<file path="config.mk">
export PLATFORM = sky130hd
export DESIGN_NAME = mif_irq_ctrl
export DESIGN_NICKNAME = d
export VERILOG_FILES = /design/src/rtl/mif_wake_alias_fix.sv /design/src/pkg/mif_pkg.sv /design/src/rtl/mif_fall_sync.sv /design/src/rtl/mif_irq_ctrl.sv
export SDC_FILE = /design/constraint.sdc
export NUM_CORES = 1
export LEC_CHECK = 0
export ABC_CLOCK_PERIOD_IN_PS = 2700
export BUFFER_PORTS_ARGS = -buffer_cell sky130_fd_sc_hd__buf_4
export CORE_ASPECT_RATIO = 0.7
export CORE_MARGIN = 1
export CORE_UTILIZATION = 35
export DETAILED_ROUTE_END_ITERATION = 10
export PLACE_DENSITY = 0.63
export SYNTH_ARGS = -nofsm -noshare
export SYNTH_HDL_FRONTEND = slang
export SYNTH_HIERARCHICAL = 1
export SYNTH_SLANG_ARGS = --single-unit
</file>
<file path="constraint.sdc">
create_clock -name clk_sys_in -period 2.7 [get_ports clk_sys_in]
set_input_delay 0.27 -clock clk_sys_in [delete_from_list [all_inputs] [get_ports clk_sys_in]]
set_output_delay 0.27 -clock clk_sys_in [all_outputs]
set_load 0.1 [all_outputs]
</file>
<file path="src/rtl/mif_wake_alias_fix.sv">
// Spare design file; it holds no logic

</file>
<file path="src/pkg/mif_pkg.sv">
// Constants, register map and types of the interrupt flag and mask block
package mif_pkg;

	// ==========================================================
	// Source numbering
	localparam int NUM_SRC = 7;
	localparam int SRC_WAKE = 0;
	localparam int SRC_EXT = 1;
	localparam int SRC_TMR_A = 2;
	localparam int SRC_TMR_B = 3;
	localparam int SRC_TMR_C = 4;
	localparam int SRC_SERIAL = 5;
	localparam int SRC_CONV = 6;

	// ==========================================================
	// Register map (RAM nibble addresses)
	localparam int ADDR_W = 10;
	localparam logic [9:0] WAKE_AND_GLOBAL_CTRL_ADDR = 10'h000;
	localparam logic [9:0] EXTERNAL_IRQ_CTRL_ADDR = 10'h001;
	localparam logic [9:0] TIMER_AB_IRQ_CTRL_ADDR = 10'h002;
	localparam logic [9:0] TIMER_C_CONV_IRQ_CTRL_ADDR = 10'h003;
	localparam logic [9:0] SERIAL_IRQ_CTRL_ADDR = 10'h023;

	// Global enable position
	localparam logic [1:0] GLOBAL_IRQ_ENABLE_BIT = 2'h0;

	// Per source flag and mask placement, indexed by source number
	localparam logic [9:0] FLAG_ADDR [NUM_SRC] = '{
		WAKE_AND_GLOBAL_CTRL_ADDR, EXTERNAL_IRQ_CTRL_ADDR,
		TIMER_AB_IRQ_CTRL_ADDR, TIMER_AB_IRQ_CTRL_ADDR,
		TIMER_C_CONV_IRQ_CTRL_ADDR, SERIAL_IRQ_CTRL_ADDR,
		TIMER_C_CONV_IRQ_CTRL_ADDR};
	localparam logic [1:0] FLAG_BIT [NUM_SRC] = '{
		2'h2, 2'h0, 2'h0, 2'h2, 2'h0, 2'h2, 2'h2};
	localparam logic [1:0] MASK_BIT [NUM_SRC] = '{
		2'h3, 2'h1, 2'h1, 2'h3, 2'h1, 2'h3, 2'h3};

	// ==========================================================
	// Reset values
	localparam logic GLOBAL_IRQ_ENABLE_RST = 1'h0;
	localparam logic [NUM_SRC-1:0] FLAG_RST = 7'h00;
	localparam logic [NUM_SRC-1:0] MASK_RST = 7'h7f;
	localparam logic PIN_IDLE = 1'h1;

	// ==========================================================
	// Priority levels presented to the sequencer
	localparam logic [2:0] LVL_NONE = 3'h0;
	localparam logic [2:0] LVL_WAKE = 3'h1;
	localparam logic [2:0] LVL_EXT = 3'h2;
	localparam logic [2:0] LVL_TMR_A = 3'h3;
	localparam logic [2:0] LVL_TMR_B = 3'h4;
	localparam logic [2:0] LVL_TMR_C = 3'h5;
	localparam logic [2:0] LVL_SER_CONV = 3'h6;

	// ==========================================================
	// Oscillation settling wait
	localparam int SETTLE_W = 16;
	localparam int SETTLE_CYCLES_DEF = 256;

	typedef enum logic [0:0] {
		WK_IDLE,
		WK_SETTLE
	} mif_wake_state_t;

endpackage : mif_pkg

</file>
<file path="src/rtl/mif_fall_sync.sv">
// Two-stage pin synchroniser with a falling edge detector
`timescale 1ns/1ps
module mif_fall_sync (
	input  wire logic clk_sys_in,
	input  wire logic reset_n_in,
	input  wire logic pin_in,
	output logic      fall_out
);

	// ==========================================================
	// Synchroniser; the first stage feeds only the second
	logic meta_r;
	logic sync_r;
	logic prev_r;

	always_ff @(posedge clk_sys_in or negedge reset_n_in) begin
		if (!reset_n_in) begin
			meta_r <= mif_pkg::PIN_IDLE;
			sync_r <= mif_pkg::PIN_IDLE;
			prev_r <= mif_pkg::PIN_IDLE;
		end else begin
			meta_r <= pin_in;
			sync_r <= meta_r;
			prev_r <= sync_r;
		end
	end

	// ==========================================================
	// Edge, one cycle wide
	assign fall_out = prev_r & ~sync_r;

endmodule : mif_fall_sync

</file>
<file path="src/rtl/mif_irq_ctrl.sv">
// Interrupt request flags, masks, global enable and priority selection
`timescale 1ns/1ps
// Notes on behaviour
// - Global enable 0 blocks all requests
// - Wake pin fall sets wake flag outside stop
// - Wake fall in stop waits settling, then wakes
// - Stop exit with enable, unmasked: handle without flag
// - Wake mask 0 passes, 1 holds pending
// - External pin fall sets external flag
// - External mask 0 passes, 1 holds pending
// - Timer A overflow sets timer A flag
// - Timer A mask 0 passes, 1 holds pending
// - Timer B overflow sets timer B flag
// - Timer B mask 0 passes, 1 holds pending
// - Timer C overflow sets timer C flag
// - Timer C mask 0 passes, 1 holds pending
// - Serial done or abort sets serial flag
// - Serial mask 0 passes, 1 holds pending
// - Conversion done sets converter flag
// - Converter mask 0 passes, 1 holds pending
// - Request is flag 1 and mask 0
// - Fixed priority; serial and converter share last
// - Reset clears enable, flags; sets masks
// - Accept clears enable; return sets it
module mif_irq_ctrl #(
	parameter int SETTLE_CYCLES = mif_pkg::SETTLE_CYCLES_DEF
) (
	input  wire logic        clk_sys_in,
	input  wire logic        reset_n_in,
	// Pins
	input  wire logic        wake_pin_in,
	input  wire logic        ext_irq_pin_in,
	// Peripheral event pulses
	input  wire logic        tmr_a_ovf_in,
	input  wire logic        tmr_b_ovf_in,
	input  wire logic        tmr_c_ovf_in,
	input  wire logic        serial_done_in,
	input  wire logic        serial_abort_in,
	input  wire logic        conv_done_in,
	// Mode controller
	input  wire logic        stop_mode_in,
	output logic             stop_wake_out,
	// RAM bit access from the core
	input  wire logic [9:0]  ram_addr_in,
	input  wire logic        ram_wr_in,
	input  wire logic [3:0]  ram_bit_sel_in,
	input  wire logic [3:0]  ram_wdata_in,
	input  wire logic        ram_rd_in,
	output logic [3:0]       ram_rdata_out,
	output logic             ram_hit_out,
	// Interrupt sequencer
	input  wire logic        irq_accept_in,
	input  wire logic        return_from_irq_instr_in,
	output logic             irq_req_out,
	output logic [2:0]       irq_level_out,
	output logic             global_irq_enable_out
);

	localparam int N = mif_pkg::NUM_SRC;
	localparam logic [mif_pkg::SETTLE_W-1:0] SETTLE_LAST =
		mif_pkg::SETTLE_W'(SETTLE_CYCLES - 1);

	// ==========================================================
	// Pin edge detection
	// Both pins are asynchronous, so each passes two flops before use
	logic wake_fall;
	logic ext_fall;

	mif_fall_sync u_wake_sync (
		.clk_sys_in (clk_sys_in),
		.reset_n_in (reset_n_in),
		.pin_in     (wake_pin_in),
		.fall_out   (wake_fall)
	);

	mif_fall_sync u_ext_sync (
		.clk_sys_in (clk_sys_in),
		.reset_n_in (reset_n_in),
		.pin_in     (ext_irq_pin_in),
		.fall_out   (ext_fall)
	);

	// ==========================================================
	// State
	logic                         global_irq_enable_r;
	logic [N-1:0]                 req_flag_r;
	logic [N-1:0]                 req_mask_r;
	logic                         stop_wake_pend_r;
	logic                         stop_wake_r;
	mif_pkg::mif_wake_state_t     wk_state_r;
	logic [mif_pkg::SETTLE_W-1:0] settle_cnt_r;
	logic                         irq_req_r;
	logic [2:0]                   irq_level_r;
	logic [3:0]                   ram_rdata_r;
	logic                         ram_hit_r;

	// ==========================================================
	// Source event vector
	logic [N-1:0] src_set;

	always_comb begin
		src_set = '0;
		src_set[mif_pkg::SRC_WAKE] = wake_fall & ~stop_mode_in;
		src_set[mif_pkg::SRC_EXT] = ext_fall;
		src_set[mif_pkg::SRC_TMR_A] = tmr_a_ovf_in;
		src_set[mif_pkg::SRC_TMR_B] = tmr_b_ovf_in;
		src_set[mif_pkg::SRC_TMR_C] = tmr_c_ovf_in;
		src_set[mif_pkg::SRC_SERIAL] = serial_done_in | serial_abort_in;
		src_set[mif_pkg::SRC_CONV] = conv_done_in;
	end

	// ==========================================================
	// Write decode
	logic [N-1:0]      flag_clr;
	logic [N-1:0]      mask_wr;
	logic              ie_wr;
	logic [N-1:0][3:0] rd_src;
	logic [N-1:0]      rd_src_hit;

	assign ie_wr = ram_wr_in
		& (ram_addr_in == mif_pkg::WAKE_AND_GLOBAL_CTRL_ADDR)
		& ram_bit_sel_in[mif_pkg::GLOBAL_IRQ_ENABLE_BIT];

	genvar gi;
	generate
		for (gi = 0; gi < N; gi++) begin : g_src
			logic addr_hit;

			assign addr_hit = ram_wr_in & (ram_addr_in == mif_pkg::FLAG_ADDR[gi]);
			// Writing 1 to a flag is ignored; software cannot raise one
			assign flag_clr[gi] = addr_hit
				& ram_bit_sel_in[mif_pkg::FLAG_BIT[gi]]
				& ~ram_wdata_in[mif_pkg::FLAG_BIT[gi]];
			assign mask_wr[gi] = addr_hit & ram_bit_sel_in[mif_pkg::MASK_BIT[gi]];

			// Hardware set wins over a clear in the same cycle
			always_ff @(posedge clk_sys_in or negedge reset_n_in) begin
				if (!reset_n_in) begin
					req_flag_r[gi] <= mif_pkg::FLAG_RST[gi];
				end else if (src_set[gi]) begin
					req_flag_r[gi] <= 1'b1;
				end else if (flag_clr[gi]) begin
					req_flag_r[gi] <= 1'b0;
				end
			end

			always_ff @(posedge clk_sys_in or negedge reset_n_in) begin
				if (!reset_n_in) begin
					req_mask_r[gi] <= mif_pkg::MASK_RST[gi];
				end else if (mask_wr[gi]) begin
					req_mask_r[gi] <= ram_wdata_in[mif_pkg::MASK_BIT[gi]];
				end
			end

			// Each source drives only its own two bits of the addressed nibble
			assign rd_src_hit[gi] = (ram_addr_in == mif_pkg::FLAG_ADDR[gi]);

			always_comb begin
				rd_src[gi] = '0;
				if (rd_src_hit[gi]) begin
					rd_src[gi][mif_pkg::FLAG_BIT[gi]] = req_flag_r[gi];
					rd_src[gi][mif_pkg::MASK_BIT[gi]] = req_mask_r[gi];
				end
			end
		end
	endgenerate

	// ==========================================================
	// Global enable
	// Accept beats return, which beats a software write
	always_ff @(posedge clk_sys_in or negedge reset_n_in) begin
		if (!reset_n_in) begin
			global_irq_enable_r <= mif_pkg::GLOBAL_IRQ_ENABLE_RST;
		end else if (irq_accept_in) begin
			global_irq_enable_r <= 1'b0;
		end else if (return_from_irq_instr_in) begin
			global_irq_enable_r <= 1'b1;
		end else if (ie_wr) begin
			global_irq_enable_r <= ram_wdata_in[mif_pkg::GLOBAL_IRQ_ENABLE_BIT];
		end
	end

	// ==========================================================
	// Stop mode wake-up and settling wait
	logic settle_done;
	logic wake_pend_set;
	logic wake_pend_clr;

	assign settle_done = (wk_state_r == mif_pkg::WK_SETTLE) & (settle_cnt_r == SETTLE_LAST);
	assign wake_pend_set = settle_done & global_irq_enable_r
		& ~req_mask_r[mif_pkg::SRC_WAKE];
	assign wake_pend_clr = irq_accept_in & (irq_level_r == mif_pkg::LVL_WAKE);

	// An edge seen while already waiting is ignored; the wait starts only from idle
	always_ff @(posedge clk_sys_in or negedge reset_n_in) begin
		if (!reset_n_in) begin
			wk_state_r <= mif_pkg::WK_IDLE;
		end else begin
			case (wk_state_r)
				mif_pkg::WK_IDLE: begin
					if (stop_mode_in & wake_fall) begin
						wk_state_r <= mif_pkg::WK_SETTLE;
					end
				end
				mif_pkg::WK_SETTLE: begin
					if (settle_done) begin
						wk_state_r <= mif_pkg::WK_IDLE;
					end
				end
				default: begin
					wk_state_r <= mif_pkg::WK_IDLE;
				end
			endcase
		end
	end

	always_ff @(posedge clk_sys_in or negedge reset_n_in) begin
		if (!reset_n_in) begin
			settle_cnt_r <= '0;
		end else if (wk_state_r == mif_pkg::WK_SETTLE) begin
			settle_cnt_r <= settle_cnt_r + 1'b1;
		end else begin
			settle_cnt_r <= '0;
		end
	end

	// One-cycle request to the mode controller to enter active mode
	always_ff @(posedge clk_sys_in or negedge reset_n_in) begin
		if (!reset_n_in) begin
			stop_wake_r <= 1'b0;
		end else begin
			stop_wake_r <= settle_done;
		end
	end

	// Wake handling after stop exit is held here, not in the flag
	always_ff @(posedge clk_sys_in or negedge reset_n_in) begin
		if (!reset_n_in) begin
			stop_wake_pend_r <= 1'b0;
		end else if (wake_pend_set) begin
			stop_wake_pend_r <= 1'h1;
		end else if (wake_pend_clr) begin
			stop_wake_pend_r <= 1'b0;
		end
	end

	// ==========================================================
	// Request qualification and priority
	logic [N-1:0] src_req;
	logic [2:0]   level_nxt;
	logic         any_req;

	always_comb begin
		src_req = req_flag_r & ~req_mask_r;
		src_req[mif_pkg::SRC_WAKE] = src_req[mif_pkg::SRC_WAKE] | stop_wake_pend_r;
	end

	assign any_req = |src_req;

	always_comb begin
		level_nxt = mif_pkg::LVL_NONE;
		if (src_req[mif_pkg::SRC_WAKE]) begin
			level_nxt = mif_pkg::LVL_WAKE;
		end else if (src_req[mif_pkg::SRC_EXT]) begin
			level_nxt = mif_pkg::LVL_EXT;
		end else if (src_req[mif_pkg::SRC_TMR_A]) begin
			level_nxt = mif_pkg::LVL_TMR_A;
		end else if (src_req[mif_pkg::SRC_TMR_B]) begin
			level_nxt = mif_pkg::LVL_TMR_B;
		end else if (src_req[mif_pkg::SRC_TMR_C]) begin
			level_nxt = mif_pkg::LVL_TMR_C;
		end else if (src_req[mif_pkg::SRC_SERIAL] | src_req[mif_pkg::SRC_CONV]) begin
			level_nxt = mif_pkg::LVL_SER_CONV;
		end
	end

	// Dropped in the accept cycle so a stale request is never seen twice
	always_ff @(posedge clk_sys_in or negedge reset_n_in) begin
		if (!reset_n_in) begin
			irq_req_r <= 1'h0;
		end else begin
			irq_req_r <= global_irq_enable_r & ~irq_accept_in & any_req;
		end
	end

	// Level is shown even while disabled, so software can poll the winner
	always_ff @(posedge clk_sys_in or negedge reset_n_in) begin
		if (!reset_n_in) begin
			irq_level_r <= mif_pkg::LVL_NONE;
		end else begin
			irq_level_r <= level_nxt;
		end
	end

	// ==========================================================
	// Read side
	logic [3:0] rd_nib;
	logic       rd_hit;
	logic       ram_acc;

	always_comb begin
		rd_nib = '0;
		rd_hit = |rd_src_hit;
		if (ram_addr_in == mif_pkg::WAKE_AND_GLOBAL_CTRL_ADDR) begin
			rd_nib[mif_pkg::GLOBAL_IRQ_ENABLE_BIT] = global_irq_enable_r;
			rd_hit = 1'h1;
		end
		// Unaddressed sources give zero, so an OR merges them
		for (int i = 0; i < N; i++) begin
			rd_nib = rd_nib | rd_src[i];
		end
	end

	// A write counts as an access for the hit flag too
	assign ram_acc = ram_rd_in | ram_wr_in;

	// Data holds until the next read
	always_ff @(posedge clk_sys_in or negedge reset_n_in) begin
		if (!reset_n_in) begin
			ram_rdata_r <= '0;
		end else if (ram_rd_in) begin
			ram_rdata_r <= rd_nib;
		end
	end

	always_ff @(posedge clk_sys_in or negedge reset_n_in) begin
		if (!reset_n_in) begin
			ram_hit_r <= 1'b0;
		end else begin
			ram_hit_r <= ram_acc & rd_hit;
		end
	end

	// ==========================================================
	// Outputs
	assign stop_wake_out = stop_wake_r;
	assign ram_rdata_out = ram_rdata_r;
	assign ram_hit_out = ram_hit_r;
	assign irq_req_out = irq_req_r;
	assign irq_level_out = irq_level_r;
	assign global_irq_enable_out = global_irq_enable_r;

endmodule : mif_irq_ctrl

</file>
==> summary.txt, run 1 <==
Clock network
  – Root Buffer: clkbuf_8
  – Post-CTS setup buffers: 0
  – Skew-Pair Late Insertion Delay: roughly 0.30 ns
  – Clock buffer depth: 2
  – Clk sinks: approximately 50
  – CTS clk-pin slew, worst paths: 0.09 ns
  – Number of CTS-inserted buffers: 5
  – CTS H-tree lvls: 2
  – CTS tree: yes

Logic synthesis
  – Synth Area in XOR/XNOR: roughly 3.8%
  – Synthesis Warnings: 6
  – Largest family of logic cells by synthesized area: simple AND/OR/NAND/NOR gates
  – Synthesized flop and latch total: around 50
  – Netlist Area Pre-Place: around 2300 um2
  – Mux contribution to synthesized area: between 6 and 7%
  – Ranking of synthesized cells by area: dfrtp_1, dfstp_2, mux2_2
  – Mapped Cells: 212
  – Yosys cell types: 45
  – Synth Area per Inst: 10.92 um2
  – Largest area contributor in the netlist: dfrtp_1
  – Register area share after synthesis: 53.65%
  – Post-Synth Simple-Gate Area: 22.58%
  – Synth Area in Compound Gates: under 10%
  – Async S/R FF share, synth: 100.0%
  – Area share of fa/ha/maj cells after synthesis: less than 1%
  – Synth top area share: roughly two fifths
  – Top_reg_cell synth: dfrtp_1
  – EDFF count, synth: 0
  – Post-synth net total: approximately 250

Global routing
  – Gr usage total: around 15%
  – GRT overflow: 0
  – Wire length of the first global-routing pass: between 8000 and 9000 um
  – Initial antenna violation count: 0
  – Largest net degree at the start of global routing: 50
  – Vias in the first global route: roughly 1700

STA
  – Post-route setup TNS: 0 ns
  – Tmin final: about 1.8 ns
  – Final Skew: 0.01208 ns
  – Slew @ Worst Pin: around 0.63 ns
  – Final setup vio count: 0
  – Slew Limit Fails: 0
  – Fin. Hold Viols: 0
  – RSZ-0062 raised after global routing: false
  – FMAX: about 0.57 GHz
  – Period utilization: ~65%
  – Relative slew slack: between 50 and 60%
  – Final worst slack: 0.9406 ns

Placed design
  – Global placement routability congestion: around 0.77
  – DP Area: around 2700 um2
  – Placed cells: between 300 and 400
  – Pre-CTS WS: roughly 0.89 ns
  – Port bufs: 43
  – Dpl hpwl: ~3600 um

Detailed routing
  – Residual DRC: 0
  – Detailed-route via count: between 1500 and 2000
  – Routed len/inst: 14.73 um
  – Pre-antenna DRT Iters: 4
  – Via-to-Cell Ratio: ~5.2
  – 1st-iter DRT viols: 82
  – Post-DRT Antenna Nets: 0
  – Final wirelength: around 4900 um

Critical path
  – Max FO, Critical Path: 7
  – Startpoint Class: flip-flop
  – Critical path arrival: about 2.0 ns
  – Crit path capture type: flip-flop
  – CP required: approximately 2.9 ns
  – Reg2reg setup slack: between 0.9 and 1 ns
  – Critical path class: flip-flop to flip-flop

Floorplan
  – Die width: between 90 and 100 um
  – Number of placement rows: 24
  – Core area: about 6300 um2
  – Top Ports: 44
  – Initial Utilization: 36.73%
  – Die Area: ~7000 um2
  – Die Span Y: approximately 70 um

Power
  – Maximum vdd drop: between 0.2 and 0.3 mV
  – PD cells: around 600 nW/um2
  – Leak: roughly 1.3 nW

Final layout
  – Core Util, Final: roughly 45%
  – Footprint of the multi-input gates: between 1000 and 1500 um2
  – Final Net Count: 291
  – Finished Layout Cells: approximately 340
  – Layout area overhead: 23.34%
  – Antenna fix cells: 0
  – Reg area: 1242 um2
  – Filler cell count: 605
  – Ratio of cells with drive above 1 in the final layout: between 30% and 40%
  – Final instance area: about 2900 um2

Worst hold path
  – Hold crit path type: input pin to flip-flop

Run status
  – Outcome: complete, no violations

Run
  – Max-cap viol count: 0
-- cells by family (layout without fill, tap and decap cells) --
kind of cell               count (synthesis)  count (layout)
xor gates and xnor gates                  10              10
AOI/OAI and AO/OA                         32              32
and+or+nand+nor                           89              89
adders and majority gates                  1               1
muxes                                     13              13
DFF                                       49              49
buffers and inverters                     18              64
-- worst paths after layout --
path,to,cells past startpoint,from
max,settle_cnt_r[14],5,settle_cnt_r[0]
min,u_wake_sync/meta_r,1,wake_pin_in
max reg2reg,settle_cnt_r[14],5,settle_cnt_r[0]
min reg2reg,u_ext_sync/sync_r,0,u_ext_sync/meta_r
max in group asynchronous,settle_cnt_r[5],2,reset_n_in
min in group asynchronous,settle_cnt_r[8],2,reset_n_in
-- cell type report --
class	instances	area share [%]
Clock inverter	3	2.278
Clock buffer	5	2.409
Inverter	11	1.445
Tap cell	78	3.417
Multi-Input combinational cell	145	35.04
Timing Repair Buffer	45	11.91
Sequential cell	49	43.50
-- layout by cell type (no fill, tap or decap), types with 5 or more instances in the layout --
cell type	synthesis	final
dfstp_2	13	13
buf_4	1	44
xor2_1	7	7
nand2_1	13	13
a21oi_1	5	5
nand3_1	17	17
clkbuf_8	0	5
nor3_1	5	5
a21o_1	6	6
nor2_1	11	11
inv_1	11	11
and2_1	12	12
nand4_1	5	5
dfrtp_1	36	36
mux2_2	10	10
-- cell usage after synthesis, types with 3 or more instances --
cell type / number
clkbuf_1: 4
nand2b_1: 4
inv_1: 11
xor2_1: 7
and2_1: 12
nand3_1: 17
nor4_1: 4
a22oi_1: 3
dfstp_2: 13
a21o_1: 6
a22o_1: 3
nor2_1: 11
a21boi_0: 3
or3_1: 3
nand2_1: 13
nand4_1: 5
dfrtp_1: 36
nor2b_1: 4
xnor2_1: 3
mux2_2: 10
a21oi_1: 5
o21ai_0: 4
nor3_1: 5
-- sequential cells by signal, indices dropped and copies added, names as in the netlist, 3 cells and up --
name / cells
req_flag_r: 7
ram_rdata_out: 4
req_mask_r: 7
irq_level_out: 3
settle_cnt_r: 16
-- critical path, cell delays in order (launching register included) --
cell,delay (ns)
dfrtp_1,0.40
ha_1,0.22
nand4_1,0.31
nor4b_1,0.44
xor2_1,0.11
and2_1,0.17
-- stage by stage --
stage	power [W]	hold WS (ns)
2_1_floorplan	0.001019	-0.02559
3_5_place_dp	0.001118	0.3327
4_1_cts	0.001739	0.06594
6_report	0.001712	0.07933
3_3_place_gp	0.001111	0.3322
5_1_grt	0.001801	0.05778
-- power by group --
group,internal [W],switching (W),total [W]
Combinational,0.000116,0.000135,0.000251
Sequential,0.000796,0.0000560,0.000852
Clock,0.000368,0.000241,0.000609
-- per-layer routing --
layer	wire length (um)	GRT usage, %
met1	2520	23.82
met2	2137	21.14
met3	254	3.804
met4	36	4.248
met5	0	0
-- what timing repair did --
item | in CTS | in global routing
resized for setup | 0 | 0
hold buffers | 1 | 0
endpoints found under the hold margin | 7 | 0
setup endpoints to repair | 0 | 0
Note: power is estimated with default switching activity, not from simulation.
==> inputs of run 2 (changes only) <==
--- a/config.mk
+++ b/config.mk
@@ -5,7 +5,7 @@
 export SDC_FILE = /design/constraint.sdc
 export NUM_CORES = 1
 export LEC_CHECK = 0
-export ABC_CLOCK_PERIOD_IN_PS = 2700
+export ABC_CLOCK_PERIOD_IN_PS = 1700
 export BUFFER_PORTS_ARGS = -buffer_cell sky130_fd_sc_hd__buf_4
 export CORE_ASPECT_RATIO = 0.7
 export CORE_MARGIN = 1
==> constraint.sdc (replaced) <==
create_clock -name clk_sys_in -period 1.7 [get_ports clk_sys_in]
set_input_delay 0.17 -clock clk_sys_in [delete_from_list [all_inputs] [get_ports clk_sys_in]]
set_output_delay 0.17 -clock clk_sys_in [all_outputs]
set_load 0.1 [all_outputs]
==> run 2 against run 1 <==
Compared with the run above: critical path depth is the same; utilization grew 1.3 points; sequential share of layout area shrank 1.2 points; routed wire length grew 0.95%; first-iteration DRC count grew 3.7%; total power grew 49%; combinational power grew 81%; critical path type unchanged; maximum frequency grew 12%; sequential power grew 58%; die area is the same; design area grew 2.9%.
==> summary.txt, run 2 (same netlist as run 1, synthesis figures left out) <==
Global routing
  – Wire length of the first global-routing pass: 8507 um (+1.1%)
  – Initial antenna violation count: 0 (unchanged)
  – Vias in the first global route: 1712 (+1.8%)
  – Largest net degree at the start of global routing: 50 (unchanged)
  – Gr usage total: 15.65% (+0.24 points)
  – GRT overflow: 0 (unchanged)

Critical path
  – Crit path to: settle_cnt_r[8]
  – Critical R2R Launch: settle_cnt_r[1]
  – Critical path arrival: 1.79 ns (-0.17 ns)
  – Critical path class: flip-flop to flip-flop
  – Crit path from: settle_cnt_r[1]
  – Crit path capture type: flip-flop
  – R2R Path End: settle_cnt_r[8]
  – Worst Reg-to-Reg Cells: 5 (unchanged)
  – CP required: 1.92 ns (-0.98 ns)
  – Reg2reg setup slack: 0.13 ns (-0.81 ns)
  – Max FO, Critical Path: 4 (-3)
  – Startpoint Class: flip-flop

Final layout
  – Top flop regs: settle_cnt_r: 16 flops, req_flag_r: 7 flops, req_mask_r: 7 flops
  – Footprint of the multi-input gates: 1012 um2 (+1.1%)
  – Commonest cells after routing, fill and taps aside: buf_4, dfrtp_1, nand3_1
  – Most common cell after layout, fill and taps aside: buf_4
  – Antenna fix cells: 0 (unchanged)
  – Core Util, Final: 46.61% (+1.3 points)
  – Layout area overhead: 26.90%
  – Number of flip-flops in the largest register: 16 (unchanged)
  – Largest register by flop count: settle_cnt_r
  – Final instance area: 2939 um2 (+2.9%)
  – Filler cell count: 600 (-0.83%)
  – Final Net Count: 304 (+4.5%)
  – Reg area: 1244 um2 (+0.10%)
  – Ratio of cells with drive above 1 in the final layout: 35.06% (+3.7 points)

Floorplan
  – Number of placement rows: 24 (unchanged)
  – Die width: 99.23 um (unchanged)
  – Initial Utilization: 36.73% (unchanged)
  – Top Ports: 44 (unchanged)
  – Core area: 6306 um2 (unchanged)
  – Die Area: 6952 um2 (unchanged)
  – Die Span Y: 70.06 um (unchanged)

Placed design
  – Port bufs: 43 (unchanged)
  – Dpl hpwl: 3749 um (+3.3%)
  – Pre-CTS WS: -0.02723 ns (-0.9172 ns)
  – DP Area: 2796 um2 (+3.1%)
  – Global placement routability congestion: 0.8033 (+3.7%)

STA
  – Slew @ Worst Pin: 0.6053 ns (-0.02580 ns)
  – Final setup vio count: 0 (unchanged)
  – FMAX: 0.6386 GHz (+12%)
  – Post-route setup TNS: 0 ns (unchanged)
  – Slew Limit Fails: 0 (unchanged)
  – Min Hold Slack: 0.03674 ns (-0.04259 ns)
  – RSZ-0062 raised after global routing: true
  – Tmin final: 1.566 ns (-0.1934 ns)
  – Period utilization: 92.12% (+27 points)
  – Relative slew slack: 59.65% (+2.1 points)
  – Fin. Hold Viols: 0 (unchanged)
  – Final Skew: 0.004640 ns (-0.007442 ns)
  – Final worst slack: 0.1340 ns (-0.8066 ns)

Clock network
  – Number of CTS-inserted buffers: 5 (unchanged)
  – Clk sinks: 49 (unchanged)
  – Root Buffer: clkbuf_8
  – Post-CTS setup buffers: 0 (unchanged)
  – CTS clk-pin slew, worst paths: 0.08 ns (about the same)
  – CTS tree: yes
  – Clock buffer depth: 2 (unchanged)
  – CTS H-tree lvls: 2 (unchanged)
  – Skew-Pair Late Insertion Delay: 0.30 ns (about the same)

Power
  – Sw Ratio: 27.07% (+1.8 points)
  – Comb power frac: 17.8% (+3.2 points)
  – Psw: 0.0006888 W (+59%)
  – Internal power: 0.001856 W (+45%)
  – Leak: 1.326 nW (+3.7%)
  – Clk network pwr share: 29.1% (-6.5 points)
  – Maximum vdd drop: 0.4407 mV (+49%)
  – PD cells: 865.9 nW/um2 (+44%)
  – Power share of the sequential group: 53.1% (+3.3 points)

Detailed routing
  – Final wirelength: 4995 um (+0.95%)
  – 1st-iter DRT viols: 85 (+3.7%)
  – Routed len/inst: 14.31 um (-2.8%)
  – Via-to-Cell Ratio: 5.054 (-2.9%)
  – Post-DRT Antenna Nets: 0 (unchanged)
  – Pre-antenna DRT Iters: 4 (unchanged)
  – Detailed-route via count: 1764 (+0.86%)
  – Residual DRC: 0 (unchanged)

Run
  – Max-cap viol count: 0 (unchanged)

Run status
  – Outcome: complete, no violations

Worst hold path
  – Hold crit path type: input pin to flip-flop
==> run 2: changes by cell type in the layout (fill, tap and decap cells not counted), moves of 2 or more <==
cell and delta:
buf_4 +11, clkbuf_8 +2, dlygate4sd3_1 +2, bufinv_16 -2
==> run 2: power by group through the flow <==
stage,combinational (W),clock (W),sequential (W)
finish,0.000454,0.000741,0.00135
global route,0.000507,0.000821,0.00137
CTS,0.000455,0.000772,0.00135
detailed placement,0.000446,0,0.00137
global placement,0.000442,0,0.00137
floorplan,0.000213,0,0.00141
==> run 2: critical path: stages (launching register included) <==
cell	delay (ns)
dfrtp_1	0.37
ha_1	0.19
nand4_1	0.21
buf_4	0.22
or3_1	0.34
a21boi_1	0.16
==> run 2: worst min-delay path by stage <==
stage	depth (start not counted)	start	slack (ns)	to
6_report	2	irq_accept_in	0.04	global_irq_enable_out
5_1_grt	2	irq_accept_in	0.03	global_irq_enable_out
4_1_cts	2	irq_accept_in	0.03	global_irq_enable_out
3_5_place_dp	1	reset_n_in	0.23	settle_cnt_r[0]
3_3_place_gp	1	reset_n_in	0.23	settle_cnt_r[0]
2_1_floorplan	0	reset_n_in	-0.13	global_irq_enable_out
==> run 2: cell type report <==
cell class                 count  share of cell area [%]
sequential                    49                   42.32
multi-input combinational    145                   34.44
timing repair buffer          58                   15.07
tap                           78                   3.321
clock buffer                   7                   3.278
inverter                      11                   1.405
clock inverter                 1                  0.1703
==> run 2: timing repair <==
item | 4_1_cts | 5_1_grt
hold endpoints to repair | 38 | 0
hold buffers | 3 | 0
gates resized for setup | 0 | 3
endpoints found under the setup margin | 0 | 4
==> run 2: metal layers <==
metal	routed length (um)	vias to the layer above	GRT usage, %	part of all wire, %
li1	-	863	-	-
met1	2684	859	24.37	54
met2	2136	38	21.60	43
met3	149	4	3.704	3.0
met4	26	0	3.758	0.52
met5	0	-	0	0
==> run 2: stage by stage <==
step | power (W) | std cells
2_1_floorplan | 0.001618 | 212
3_3_place_gp | 0.001808 | 338
3_5_place_dp | 0.001818 | 338
4_1_cts | 0.002576 | 349
5_1_grt | 0.002695 | 349
6_report | 0.002545 | 349
